File: config.mk
export PLATFORM = sky130hd
export DESIGN_NAME = codec_volume_filter_regs
export DESIGN_NICKNAME = d
export VERILOG_FILES = /design/src/logic/codec_ctrl_pkg.sv /design/src/logic/codec_volume_filter_regs.sv /design/src/logic/level_gain_hold.sv /design/src/logic/serial_ctrl_port.sv
export SDC_FILE = /design/constraint.sdc
export NUM_CORES = 1
export LEC_CHECK = 0
export BUFFER_PORTS_ARGS = -buffer_cell sky130_fd_sc_hd__buf_2
export CAP_MARGIN = 20
export CORE_MARGIN = 2
export CORE_UTILIZATION = 50
export CTS_BUF_LIST = sky130_fd_sc_hd__clkbuf_4 sky130_fd_sc_hd__clkbuf_8
export CTS_CLUSTER_DIAMETER = 100
export CTS_CLUSTER_SIZE = 8
export DETAILED_ROUTE_END_ITERATION = 8
export PLACE_DENSITY = 0.7
export SLEW_MARGIN = 20
export SYNTH_ARGS = -nofsm -noshare
export SYNTH_HDL_FRONTEND = slang
export SYNTH_SLANG_ARGS = --single-unit
export TNS_END_PERCENT = 50
File: constraint.sdc
create_clock -name ref_clk -period 2.6 [get_ports ref_clk]
set_clock_uncertainty 0.2 [all_clocks]
set_input_delay 0.26 -clock ref_clk [delete_from_list [all_inputs] [get_ports ref_clk]]
set_output_delay 0.26 -clock ref_clk [all_outputs]
set_load 0.01 [all_outputs]
File: src/logic/codec_ctrl_pkg.sv
/*
 * Constants, field positions and reset values of the codec volume and filter
 * control register group.
 * Assumes a single 20 MHz system clock and an active-low power-down reset.
 */
package codec_ctrl_pkg;

    // Register addresses on the control port
    localparam logic [6:0] RECORD_TARGET_ADDR     = 7'h08;
    localparam logic [6:0] LEFT_INPUT_VOL_ADDR    = 7'h09;
    localparam logic [6:0] LEFT_OUTPUT_VOL_ADDR   = 7'h0a;
    localparam logic [6:0] LEVEL_MODE_THREE_ADDR  = 7'h0b;
    localparam logic [6:0] RIGHT_INPUT_VOL_ADDR   = 7'h0c;
    localparam logic [6:0] CURRENT_GAIN_ADDR      = 7'h0d;
    localparam logic [6:0] PLAYBACK_MODE_ADDR     = 7'h0e;
    localparam logic [6:0] INPUT_LINK_ADDR        = 7'h0f;
    localparam logic [6:0] RECORD_POWER_ADDR      = 7'h10;
    localparam logic [6:0] FILTER_SELECT_ADDR     = 7'h11;
    localparam logic [6:0] RIGHT_OUTPUT_VOL_ADDR  = 7'h25;

    // Reset values
    localparam logic [7:0] INPUT_VOL_RESET        = 8'he1;
    localparam logic [7:0] RECORD_TARGET_RESET    = 8'he1;
    localparam logic [7:0] OUTPUT_VOL_RESET       = 8'h91;
    localparam logic [5:0] PLAYBACK_TARGET_RESET  = 6'h28;
    localparam logic [1:0] DEEMPHASIS_RESET       = 2'h1;
    localparam logic [1:0] ATTENUATION_RESET      = 2'h0;
    localparam logic       OUTPUT_LINK_RESET      = 1'b1;
    localparam logic       INPUT_LINK_RESET       = 1'b1;
    localparam logic       WIND_FILTER_RESET      = 1'b1;

    // Field positions
    localparam int RECOVERY_STEP_BIT  = 7;
    localparam int LIMITER_LEVEL_BIT  = 6;
    localparam int READ_ENABLE_BIT    = 7;
    localparam int LOOPBACK_BIT       = 6;
    localparam int SOFT_MUTE_BIT      = 5;
    localparam int OUTPUT_LINK_BIT    = 4;
    localparam int INPUT_LINK_BIT     = 3;
    localparam int RIGHT_DIFF_BIT     = 4;
    localparam int LEFT_DIFF_BIT      = 3;
    localparam int RIGHT_SOURCE_BIT   = 2;
    localparam int LEFT_SOURCE_BIT    = 1;
    localparam int RIGHT_POWER_BIT    = 0;
    localparam int LOW_PASS_BIT       = 5;
    localparam int HIGH_PASS_BIT      = 4;
    localparam int GAIN_COMP_BIT      = 3;
    localparam int SEPARATION_BIT     = 2;
    localparam int WIND_FILTER_BIT    = 0;

    // Serial frame: R/W bit, 7 address bits, 8 data bits
    localparam int          FRAME_BITS   = 16;
    localparam logic [4:0]  FRAME_LAST   = 5'd15;
    localparam logic [4:0]  ADDR_LAST    = 5'd7;

    typedef enum logic [1:0] {
        PORT_IDLE  = 2'b00,
        PORT_ADDR  = 2'b01,
        PORT_WRITE = 2'b10,
        PORT_READ  = 2'b11
    } port_state_t;

endpackage : codec_ctrl_pkg

File: src/logic/codec_volume_filter_regs.sv
/*
 * Volume, level-control target, playback mode, input routing and filter
 * enable registers of the codec, written over the three-wire control port.
 * Assumes rst_b is the power-down pin and all pins are synchronous to ref_clk.
 */
module codec_volume_filter_regs
    import codec_ctrl_pkg::*;
(
    input  wire logic       ref_clk,
    input  wire logic       rst_b,
    input  wire logic       csn_b,
    input  wire logic       cclk,
    input  wire logic       cdti,
    output logic            cdto,
    output logic            cdto_oe,
    input  wire logic [7:0] level_gain_in,
    output logic [7:0]      left_input_level,
    output logic [7:0]      right_input_level,
    output logic [7:0]      left_output_level,
    output logic [7:0]      right_output_level,
    output logic [7:0]      record_recovery_target,
    output logic [5:0]      playback_recovery_target,
    output logic            limiter_level_high_bit,
    output logic            recovery_step_high_bit,
    output logic [1:0]      deemphasis_select,
    output logic [1:0]      output_attenuation_step,
    output logic            soft_mute_request,
    output logic            dac_from_serial_out,
    output logic            right_record_power,
    output logic            left_source_select,
    output logic            right_source_select,
    output logic            left_differential_select,
    output logic            right_differential_select,
    output logic            adc_wind_filter_enable,
    output logic            separation_filter_enable,
    output logic            gain_comp_filter_enable,
    output logic            high_pass_enable,
    output logic            low_pass_enable,
    output logic [1:0]      filter_block_gain
);

    typedef struct packed {
        logic [7:0] left_input_volume;
        logic [7:0] right_input_volume;
        logic [7:0] left_output_volume;
        logic [7:0] right_output_volume;
        logic [7:0] record_target;
        logic [7:0] level_mode_three;
        logic [7:0] playback_mode;
        logic       input_link;
        logic [4:0] record_power;
        logic [7:0] filter_select;
        logic [7:0] in_left;
        logic [7:0] in_right;
        logic [7:0] out_left;
        logic [7:0] out_right;
        logic [7:0] read_word;
        logic       dout;
        logic       dout_en;
    } regs_t;

    regs_t cur;
    regs_t next_cur;

    logic       wr_strobe;
    logic [6:0] wr_addr;
    logic [7:0] wr_data;
    logic [6:0] rd_addr;
    logic [7:0] held_gain;
    logic       port_dout;
    logic       port_dout_en;

    // Read mux; reserved bits are zero
    function automatic logic [7:0] read_mux(input regs_t r, input logic [6:0] a,
                                            input logic [7:0] gain);
        logic [7:0] v;
        v = 8'h00;
        unique case (a)
            RECORD_TARGET_ADDR:    v = r.record_target;
            LEFT_INPUT_VOL_ADDR:   v = r.left_input_volume;
            LEFT_OUTPUT_VOL_ADDR:  v = r.left_output_volume;
            LEVEL_MODE_THREE_ADDR: v = r.level_mode_three;
            RIGHT_INPUT_VOL_ADDR:  v = r.right_input_volume;
            CURRENT_GAIN_ADDR:     v = gain;
            PLAYBACK_MODE_ADDR:    v = r.playback_mode;
            INPUT_LINK_ADDR:       v = {4'h0, r.input_link, 3'h0};
            RECORD_POWER_ADDR:     v = {3'h0, r.record_power};
            FILTER_SELECT_ADDR:    v = {r.filter_select[7:2], 1'b0,
                                        r.filter_select[0]};
            RIGHT_OUTPUT_VOL_ADDR: v = r.right_output_volume;
            default:               v = 8'h00;
        endcase
        return v;
    endfunction : read_mux

    serial_ctrl_port u_port (
        .ref_clk      (ref_clk),
        .rst_b        (rst_b),
        .csn_b        (csn_b),
        .cclk         (cclk),
        .cdti         (cdti),
        .read_data    (cur.read_word),
        .read_allowed (cur.playback_mode[READ_ENABLE_BIT]),
        .wr_strobe    (wr_strobe),
        .wr_addr      (wr_addr),
        .wr_data      (wr_data),
        .rd_addr      (rd_addr),
        .cdto         (port_dout),
        .cdto_oe      (port_dout_en)
    );

    level_gain_hold u_gain (
        .ref_clk  (ref_clk),
        .rst_b    (rst_b),
        .gain_in  (level_gain_in),
        .gain_out (held_gain)
    );

    // Register writes and effective level computation
    always_comb begin
        next_cur = cur;
        next_cur.read_word = read_mux(cur, rd_addr, held_gain);
        if (wr_strobe) begin
            unique case (wr_addr)
                RECORD_TARGET_ADDR:    next_cur.record_target = wr_data;
                // Linked mode feeds left into the right level, not into the right register
                LEFT_INPUT_VOL_ADDR:   next_cur.left_input_volume = wr_data;
                LEFT_OUTPUT_VOL_ADDR:  next_cur.left_output_volume = wr_data;
                LEVEL_MODE_THREE_ADDR: next_cur.level_mode_three = wr_data;
                RIGHT_INPUT_VOL_ADDR:  next_cur.right_input_volume = wr_data;
                PLAYBACK_MODE_ADDR:    next_cur.playback_mode = wr_data;
                INPUT_LINK_ADDR:       next_cur.input_link = wr_data[INPUT_LINK_BIT];
                RECORD_POWER_ADDR:     next_cur.record_power = wr_data[4:0];
                FILTER_SELECT_ADDR:    next_cur.filter_select = {wr_data[7:2], 1'b0,
                                                                 wr_data[0]};
                RIGHT_OUTPUT_VOL_ADDR: next_cur.right_output_volume = wr_data;
                default: ; // gain register and unmapped addresses
            endcase
        end
        next_cur.in_left  = cur.left_input_volume;
        next_cur.in_right = cur.input_link ? cur.left_input_volume
                                           : cur.right_input_volume;
        next_cur.out_left  = cur.left_output_volume;
        next_cur.out_right = cur.playback_mode[OUTPUT_LINK_BIT]
                           ? cur.left_output_volume
                           : cur.right_output_volume;
        // Pin flops here so the pad never sees port logic
        next_cur.dout    = port_dout;
        next_cur.dout_en = port_dout_en;
    end

    always_ff @(posedge ref_clk or negedge rst_b) begin
        if (!rst_b) begin
            cur.left_input_volume   <= INPUT_VOL_RESET;
            cur.right_input_volume  <= INPUT_VOL_RESET;
            cur.left_output_volume  <= OUTPUT_VOL_RESET;
            cur.right_output_volume <= OUTPUT_VOL_RESET;
            cur.record_target       <= RECORD_TARGET_RESET;
            cur.level_mode_three    <= {2'h0, PLAYBACK_TARGET_RESET};
            cur.playback_mode       <= {3'h0, OUTPUT_LINK_RESET, ATTENUATION_RESET,
                                        DEEMPHASIS_RESET};
            cur.input_link          <= INPUT_LINK_RESET;
            cur.record_power        <= 5'h00;
            cur.filter_select       <= {7'h00, WIND_FILTER_RESET};
            cur.in_left             <= INPUT_VOL_RESET;
            cur.in_right            <= INPUT_VOL_RESET;
            cur.out_left            <= OUTPUT_VOL_RESET;
            cur.out_right           <= OUTPUT_VOL_RESET;
            cur.read_word           <= 8'h00;
            cur.dout                <= 1'b0;
            cur.dout_en             <= 1'b0;
        end else begin
            cur <= next_cur;
        end
    end

    // Field fan-out, all straight from registers
    assign cdto                      = cur.dout;
    assign cdto_oe                   = cur.dout_en;
    assign left_input_level          = cur.in_left;
    assign right_input_level         = cur.in_right;
    assign left_output_level         = cur.out_left;
    assign right_output_level        = cur.out_right;
    assign record_recovery_target    = cur.record_target;
    assign playback_recovery_target  = cur.level_mode_three[5:0];
    assign limiter_level_high_bit    = cur.level_mode_three[LIMITER_LEVEL_BIT];
    assign recovery_step_high_bit    = cur.level_mode_three[RECOVERY_STEP_BIT];
    assign deemphasis_select         = cur.playback_mode[1:0];
    assign output_attenuation_step   = cur.playback_mode[3:2];
    assign soft_mute_request         = cur.playback_mode[SOFT_MUTE_BIT];
    assign dac_from_serial_out       = cur.playback_mode[LOOPBACK_BIT];
    assign right_record_power        = cur.record_power[RIGHT_POWER_BIT];
    assign left_source_select        = cur.record_power[LEFT_SOURCE_BIT];
    assign right_source_select       = cur.record_power[RIGHT_SOURCE_BIT];
    assign left_differential_select  = cur.record_power[LEFT_DIFF_BIT];
    assign right_differential_select = cur.record_power[RIGHT_DIFF_BIT];
    assign adc_wind_filter_enable    = cur.filter_select[WIND_FILTER_BIT];
    assign separation_filter_enable  = cur.filter_select[SEPARATION_BIT];
    assign gain_comp_filter_enable   = cur.filter_select[GAIN_COMP_BIT];
    assign high_pass_enable          = cur.filter_select[HIGH_PASS_BIT];
    assign low_pass_enable           = cur.filter_select[LOW_PASS_BIT];
    assign filter_block_gain         = cur.filter_select[7:6];

endmodule : codec_volume_filter_regs

File: src/logic/level_gain_hold.sv
/*
 * Holds the live level-control gain reported by the gain engine so that a
 * read over the control port sees a stable registered value.
 * Assumes the engine drives its gain synchronous to ref_clk.
 */
module level_gain_hold
    import codec_ctrl_pkg::*;
(
    input  wire logic       ref_clk,
    input  wire logic       rst_b,
    input  wire logic [7:0] gain_in,
    output logic [7:0]      gain_out
);

    typedef struct packed {
        logic [7:0] gain;
    } hold_reg_t;

    hold_reg_t cur;
    hold_reg_t next_cur;

    // No defined reset meaning; zero only keeps simulation clean
    always_comb begin
        next_cur      = cur;
        next_cur.gain = gain_in;
    end

    always_ff @(posedge ref_clk or negedge rst_b) begin
        if (!rst_b) begin
            cur <= '0;
        end else begin
            cur <= next_cur;
        end
    end

    assign gain_out = cur.gain;

endmodule : level_gain_hold

File: src/logic/serial_ctrl_port.sv
/*
 * Three-wire serial control port: chip select, bit clock (sampled) and data.
 * Frame: R/W bit, 7 address bits, 8 data bits, MSB first, rising bit clock.
 * Assumes pins synchronous to ref_clk and the bit clock far slower than it.
 */
module serial_ctrl_port
    import codec_ctrl_pkg::*;
(
    input  wire logic       ref_clk,
    input  wire logic       rst_b,
    input  wire logic       csn_b,
    input  wire logic       cclk,
    input  wire logic       cdti,
    input  wire logic [7:0] read_data,
    input  wire logic       read_allowed,
    output logic            wr_strobe,
    output logic [6:0]      wr_addr,
    output logic [7:0]      wr_data,
    output logic [6:0]      rd_addr,
    output logic            cdto,
    output logic            cdto_oe
);

    typedef struct packed {
        port_state_t state;
        logic        cclk_d;
        logic [4:0]  count;
        logic [7:0]  shift_in;
        logic [7:0]  shift_out;
        logic        is_read;
        logic [6:0]  addr;
        logic        strobe;
        logic [7:0]  data;
        logic        dout;
        logic        dout_en;
    } port_reg_t;

    port_reg_t cur;
    port_reg_t next_cur;

    // Frame sequencing on bit-clock edges
    always_comb begin
        next_cur = cur;
        next_cur.cclk_d = cclk;
        next_cur.strobe = 1'b0;
        if (csn_b) begin
            next_cur.state   = PORT_IDLE;
            next_cur.count   = 5'd0;
            next_cur.dout_en = 1'b0;
        end else begin
            if (cur.state == PORT_IDLE) begin
                next_cur.state = PORT_ADDR;
            end
            if (cclk && !cur.cclk_d) begin
                next_cur.shift_in = {cur.shift_in[6:0], cdti};
                next_cur.count = cur.count + 5'd1;
                unique case (cur.state)
                    PORT_IDLE, PORT_ADDR: begin
                        if (cur.count == ADDR_LAST) begin
                            next_cur.is_read = cur.shift_in[6];
                            next_cur.addr    = {cur.shift_in[5:0], cdti};
                            // Denied reads just leave the output pin undriven
                            if (cur.shift_in[6] && read_allowed) begin
                                next_cur.state     = PORT_READ;
                                next_cur.shift_out = read_data;
                            end else begin
                                next_cur.state = PORT_WRITE;
                            end
                        end
                    end
                    PORT_WRITE: begin
                        if (cur.count == FRAME_LAST && !cur.is_read) begin
                            next_cur.strobe = 1'b1;
                            next_cur.data   = {cur.shift_in[6:0], cdti};
                        end
                    end
                    PORT_READ: begin
                        next_cur.shift_out = {cur.shift_out[6:0], 1'b0};
                    end
                endcase
            end
            // Pin shows the shifter MSB in the read phase
            if (cur.state == PORT_READ) begin
                next_cur.dout_en = 1'b1;
                next_cur.dout    = cur.shift_out[7];
            end
        end
    end

    always_ff @(posedge ref_clk or negedge rst_b) begin
        if (!rst_b) begin
            cur <= '0;
        end else begin
            cur <= next_cur;
        end
    end

    assign wr_strobe = cur.strobe;
    assign wr_addr   = cur.addr;
    assign wr_data   = cur.data;
    assign rd_addr   = {cur.shift_in[5:0], cdti};
    assign cdto      = cur.dout;
    assign cdto_oe   = cur.dout_en;

endmodule : serial_ctrl_port

== Yosys cells after proc, flatten, opt, wreduce, memory -nomap -nowiden ==
Cells that the tools add are included.

* Word-level logic and storage cells: 104
* Register bits: 162
* Output and inout port bits: 68

* Equality and inequality tests: 28
* Reduce and logical (&&, ||, !) cells: 25
* Mux-type cells: 20
* Bitwise operators: 1
* Add/subtract/negate cells: 1

{| class="wikitable"
|+ Operator list
! cell !! number
|-
| equality test 7 x 4 -> 1 bit, second input constant || 15
|-
| case mux 8 bit (11 select lines) || 1
|-
| two-way mux 38 bit || 1
|-
| two-way mux 8 bit || 4
|-
| equality test 7 x 5 -> 1 bit, second input constant || 4
|-
| AND reduction 2 bit || 12
|-
| two-way mux 9 bit || 2
|-
| two-way mux 16 bit || 1
|-
| case mux 8 bit (2 select lines) || 1
|-
| equality test 7 x 6 -> 1 bit, second input constant || 2
|-
| two-way mux 2 bit || 6
|-
| two-way mux 10 bit || 1
|-
| AND reduction 4 bit || 2
|-
| nonzero test 2 bit || 3
|-
| adder 5 x 1 -> 5 bit, second input constant || 1
|-
| equality test 5 x 3 -> 1 bit, second input constant || 1
|-
| equality test 5 x 4 -> 1 bit, second input constant || 1
|-
| two-way mux 5 bit || 1
|-
| AND reduction 5 bit || 1
|-
| equality test 2 bit, second input constant || 2
|-
| inequality test 2 x 1 -> 1 bit, second input constant || 2
|-
| logical AND 1 bit || 3
|-
| equality test 2 x 1 -> 1 bit, second input constant || 1
|-
| zero test 1 bit || 2
|-
| 4 further kinds || 5
|}

== Logic depth before layout (Yosys ltp) ==
* Word-level depth: 6
* Mapped depth: 7

== Modules after synthesis ==
From an unflattened synthesis, not the netlist that was laid out.

* Cell total of the unflattened synthesis: 542
* Area, all modules: 7243.2 um^2

{| class="wikitable"
|+ Modules (own cells, without submodules)
! module !! cells an instance !! sequential area each (um^2) !! times used !! area each (um^2)
|-
| codec_volume_filter_regs || 389 || 2825.2 || 1 || 5111.2
|-
| serial_ctrl_port || 145 || 1051.0 || 1 || 1931.9
|-
| level_gain_hold || 8 || 200.2 || 1 || 200.2
|}

== Worst setup path before layout ==
OpenSTA, ideal clock, no wires.

* Kind: reg2reg
* From: register u_port.cur, in the netlist u_port.wr_addr[5]
* To: register cur, in the netlist limiter_level_high_bit
* Buffers on the path: 1
* Arrival time: 1.663 ns
* Setup slack: 0.613 ns
* Cell stages (with the launch flop): 6
* Path through: dfrtp_1 > nand4bb_1 > nor3_1 > and3_1 > buf_6 > mux2_2

* Longest elaborated chain between the ends: 2

{| class="wikitable"
|+ Ends and longest elaborated chain
! item !! line !! text
|-
| start, declared || serial_ctrl_port.sv:38 || <nowiki>port_reg_t cur;</nowiki>
|-
| start signal, assigned || serial_ctrl_port.sv:94 || <nowiki>cur <= next_cur;</nowiki>
|-
| equality test 7 x 4 -> 1 bit || codec_volume_filter_regs.sv:124 || <nowiki>unique case (wr_addr)</nowiki>
|-
| AND reduction 2 bit (no source line) || n/a ||
|-
| end signal, assigned || codec_volume_filter_regs.sv:173 || <nowiki>cur <= next_cur;</nowiki>
|-
| end, declared || codec_volume_filter_regs.sv:62 || <nowiki>regs_t cur;</nowiki>
|}

Every way passes these cells.
A chain may end at the register's enable or synchronous reset.

==> flow_summary.json <==
{
  "grt_pass1_wl_um": 24000,
  "slew_viol_final": 0,
  "final_common_cell": "dfrtp_1",
  "wl_um": 15100,
  "powerDensity_nw_per_um2": 628,
  "ys_ff_latch": 161,
  "drt_iter0_markers": 267,
  "cts_root_buffer": "clkbuf_8",
  "syn_area_um2": 7000,
  "end_kind": "flop",
  "crit_arrival_ps": 2460,
  "grt_max_degree": 56,
  "avgSynthCellArea_um2": 13.7,
  "diodes": 0,
  "synth-edff-count": 0,
  "finalCritPeriodShare_pct": 87.8,
  "numCtsBuffers": 17,
  "max_stage_delay_ps": 660,
  "slew_headroom_pct": 51.7,
  "p_leak_nw": 3.84,
  "worst_slew_pin_slew_ps": 718,
  "final_cell_mix": "123 x dfrtp_1, 110 x mux2_2, 79 x buf_2, 38 x dfstp_2, 20 x nor2_1",
  "synth_nets": 525,
  "synthCells": 510,
  "fin_crit_ps": 2280,
  "initial_core_util_pct": 50.8,
  "overflow": 0,
  "cp_cell_sequence": "or4b_1, nor2b_1, o2bb2ai_1, a221o_1",
  "dr_total_vias": 4120,
  "fmax_ghz": 0.438,
  "hold_viol": 0,
  "utilization_pct": 56.3,
  "critPathSlowestCell": "or4b_1",
  "insertion_delay_ps": 460,
  "grt_usage_pct": 22.0,
  "die_w_um": 122,
  "finalSetupTns_ps": 0,
  "fp.dieArea_um2": 15000,
  "cp_max_fo": 15,
  "layout.nets": 571,
  "gp_congestion": 0.867,
  "status": "complete, no violations",
  "dp.final_hpwl_um": 10200,
  "antenna_found_initial": 0,
  "critPathKind": "flop to flop",
  "ioPinCount": 81,
  "drc": 0,
  "antenna_left": 0,
  "grt_pass1_vias": 4214,
  "rsz0062_at_grt": "no",
  "cts_setup_buffers": 0,
  "core_area_um2": 13800,
  "tritoncts": "yes",
  "start_kind": "flop",
  "vias_per_cell": 5.50,
  "drive_gt1_share_pct": 50.4,
  "synth_ff_type": "dfrtp_1",
  "ctsLongestPathBuffers": 2,
  "wl_per_cell_um": 20.2,
  "io_buffers": 80,
  "vdd_drop_max_uv": 329,
  "crit_required_ps": 2780,
  "ys_warn_count": 0,
  "drv_cap": 0,
  "crit_family": "simple AND/OR/NAND/NOR gates",
  "first_pass_iters": 4,
  "syn2layout_area_growth_pct": 10.9,
  "ys_types": 53,
  "async_reset_ff_share_pct": 100,
  "h-tree-depth": 4,
  "cts.clk_slew.worst_paths_ps": 80,
  "hold_path_class": "input port to flop",
  "fp.dieH_um": 122,
  "setup_viol": 0,
  "rows": 43,
  "path_buf_inv": 0,
  "clock_sinks": 161,
  "yosysSeqAreaShare_pct": 58.3
}
where the power goes:
| group | switching (mW) | internal [mW] | total, mW |
|---|---|---|---|
| Clock | 0.912 | 0.970 | 1.88 |
| Sequential | 0.121 | 2.56 | 2.68 |
| Combinational | 0.175 | 0.135 | 0.310 |
| Total | 1.21 | 3.67 | 4.88 |
final timing paths:
path                                   start                           to  slack, ps  depth (start not counted)
min reg2reg                   u_port.cdto_oe                      cdto_oe        180                          0
min                                     cdti            u_port.rd_addr[1]         70                          3
max                        u_port.rd_addr[1]                       cur[6]        320                          4
max in group asynchronous              rst_b  playback_recovery_target[3]       1350                          3
min in group asynchronous              rst_b               u_port.cur[26]        120                          2
max reg2reg                u_port.rd_addr[1]                       cur[6]        320                          4
routing by layer:
layer  GRT usage [%]  up-vias  share of wire, %
met4            8.05        0               1.8
met5               0        -                 0
met3            5.90       23               4.9
li1                -     1857                 -
met1            30.5     2133                46
met2            33.5      107                47
state kept, by name, indices dropped and copies added (netlist names), 2 cells and up:
name and flops:
u_gain.gain_out 8, filter_block_gain 2, u_port.rd_addr 6, playback_recovery_target 6, right_input_level 8, record_recovery_target 8, u_port.cur 18, right_output_level 8
u_port.wr_data 8, output_attenuation_step 2, cur 43, deemphasis_select 2, u_port.wr_addr 7, left_output_level 8, left_input_level 8
area by class of cell:
cell class	count	area, um2
fill	1158	6010
sequential	161	4080
multi-input combinational	267	2390
timing repair buffer	103	632
clock buffer	19	249
tap	180	225
clock inverter	13	161
inverter	6	22.5
cells by family after synthesis:
| kind of cell | Yosys count | share of synthesized area [%] |
|---|---|---|
| xor gates and xnor gates | 3 | 0.376 |
| buffers and inverters | 82 | 7.53 |
| DFF | 161 | 58.3 |
| muxes | 127 | 21.2 |
| adders and majority gates | 2 | 0.358 |
| AOI/OAI and AO/OA | 57 | 5.78 |
| and+or+nand+nor | 78 | 6.51 |
worst reg2reg max path, cell delays in order, from the launching register on:
cell and delay (ps):
dfrtp_1 610, or4b_1 670, nor2b_1 380, o2bb2ai_1 160, a221o_1 180
metrics by stage:
| stage | hold WS, ps | setup slack, ps | total power [mW] | cell area, um2 | cells |
|---|---|---|---|---|---|
| floorplan | -236 | 613 | 2.86 | 7000 | 510 |
| global placement | 44.7 | 400 | 3.01 | 7240 | 706 |
| detailed placement | 53.8 | 339 | 3.03 | 7240 | 706 |
| CTS | 40.7 | 322 | 4.93 | 7760 | 749 |
| global route | 70.2 | 199 | 5.08 | 7760 | 749 |
| finish | 70.8 | 318 | 4.88 | 7760 | 749 |
Yosys cell counts (4+ instances only):
library cell  instances  area, um2
and2_1                5       31.3
mux4_2                6        135
buf_1                 4       15.0
buf_4                54        405
o21ai_0               5       25.0
a21oi_1              18       90.1
mux2_2              110       1240
clkbuf_1             10       37.5
inv_1                 6       22.5
nor2b_1               9       56.3
nand2_1              14       52.6
nand2_2               4       25.0
dfrtp_1             123       3080
a22oi_1              11       82.6
buf_2                 7       35.0
dfstp_2              38        998
mux2i_1              11        110
nor2_1               20       75.1
a221o_1               4       40.0
timing repair:
action	in CTS	in global routing
hold endpoints to repair	111	0
gates resized for setup	0	0
hold buffers	11	0
setup endpoints to repair	0	0
Note: power is estimated with default switching activity, not from simulation.
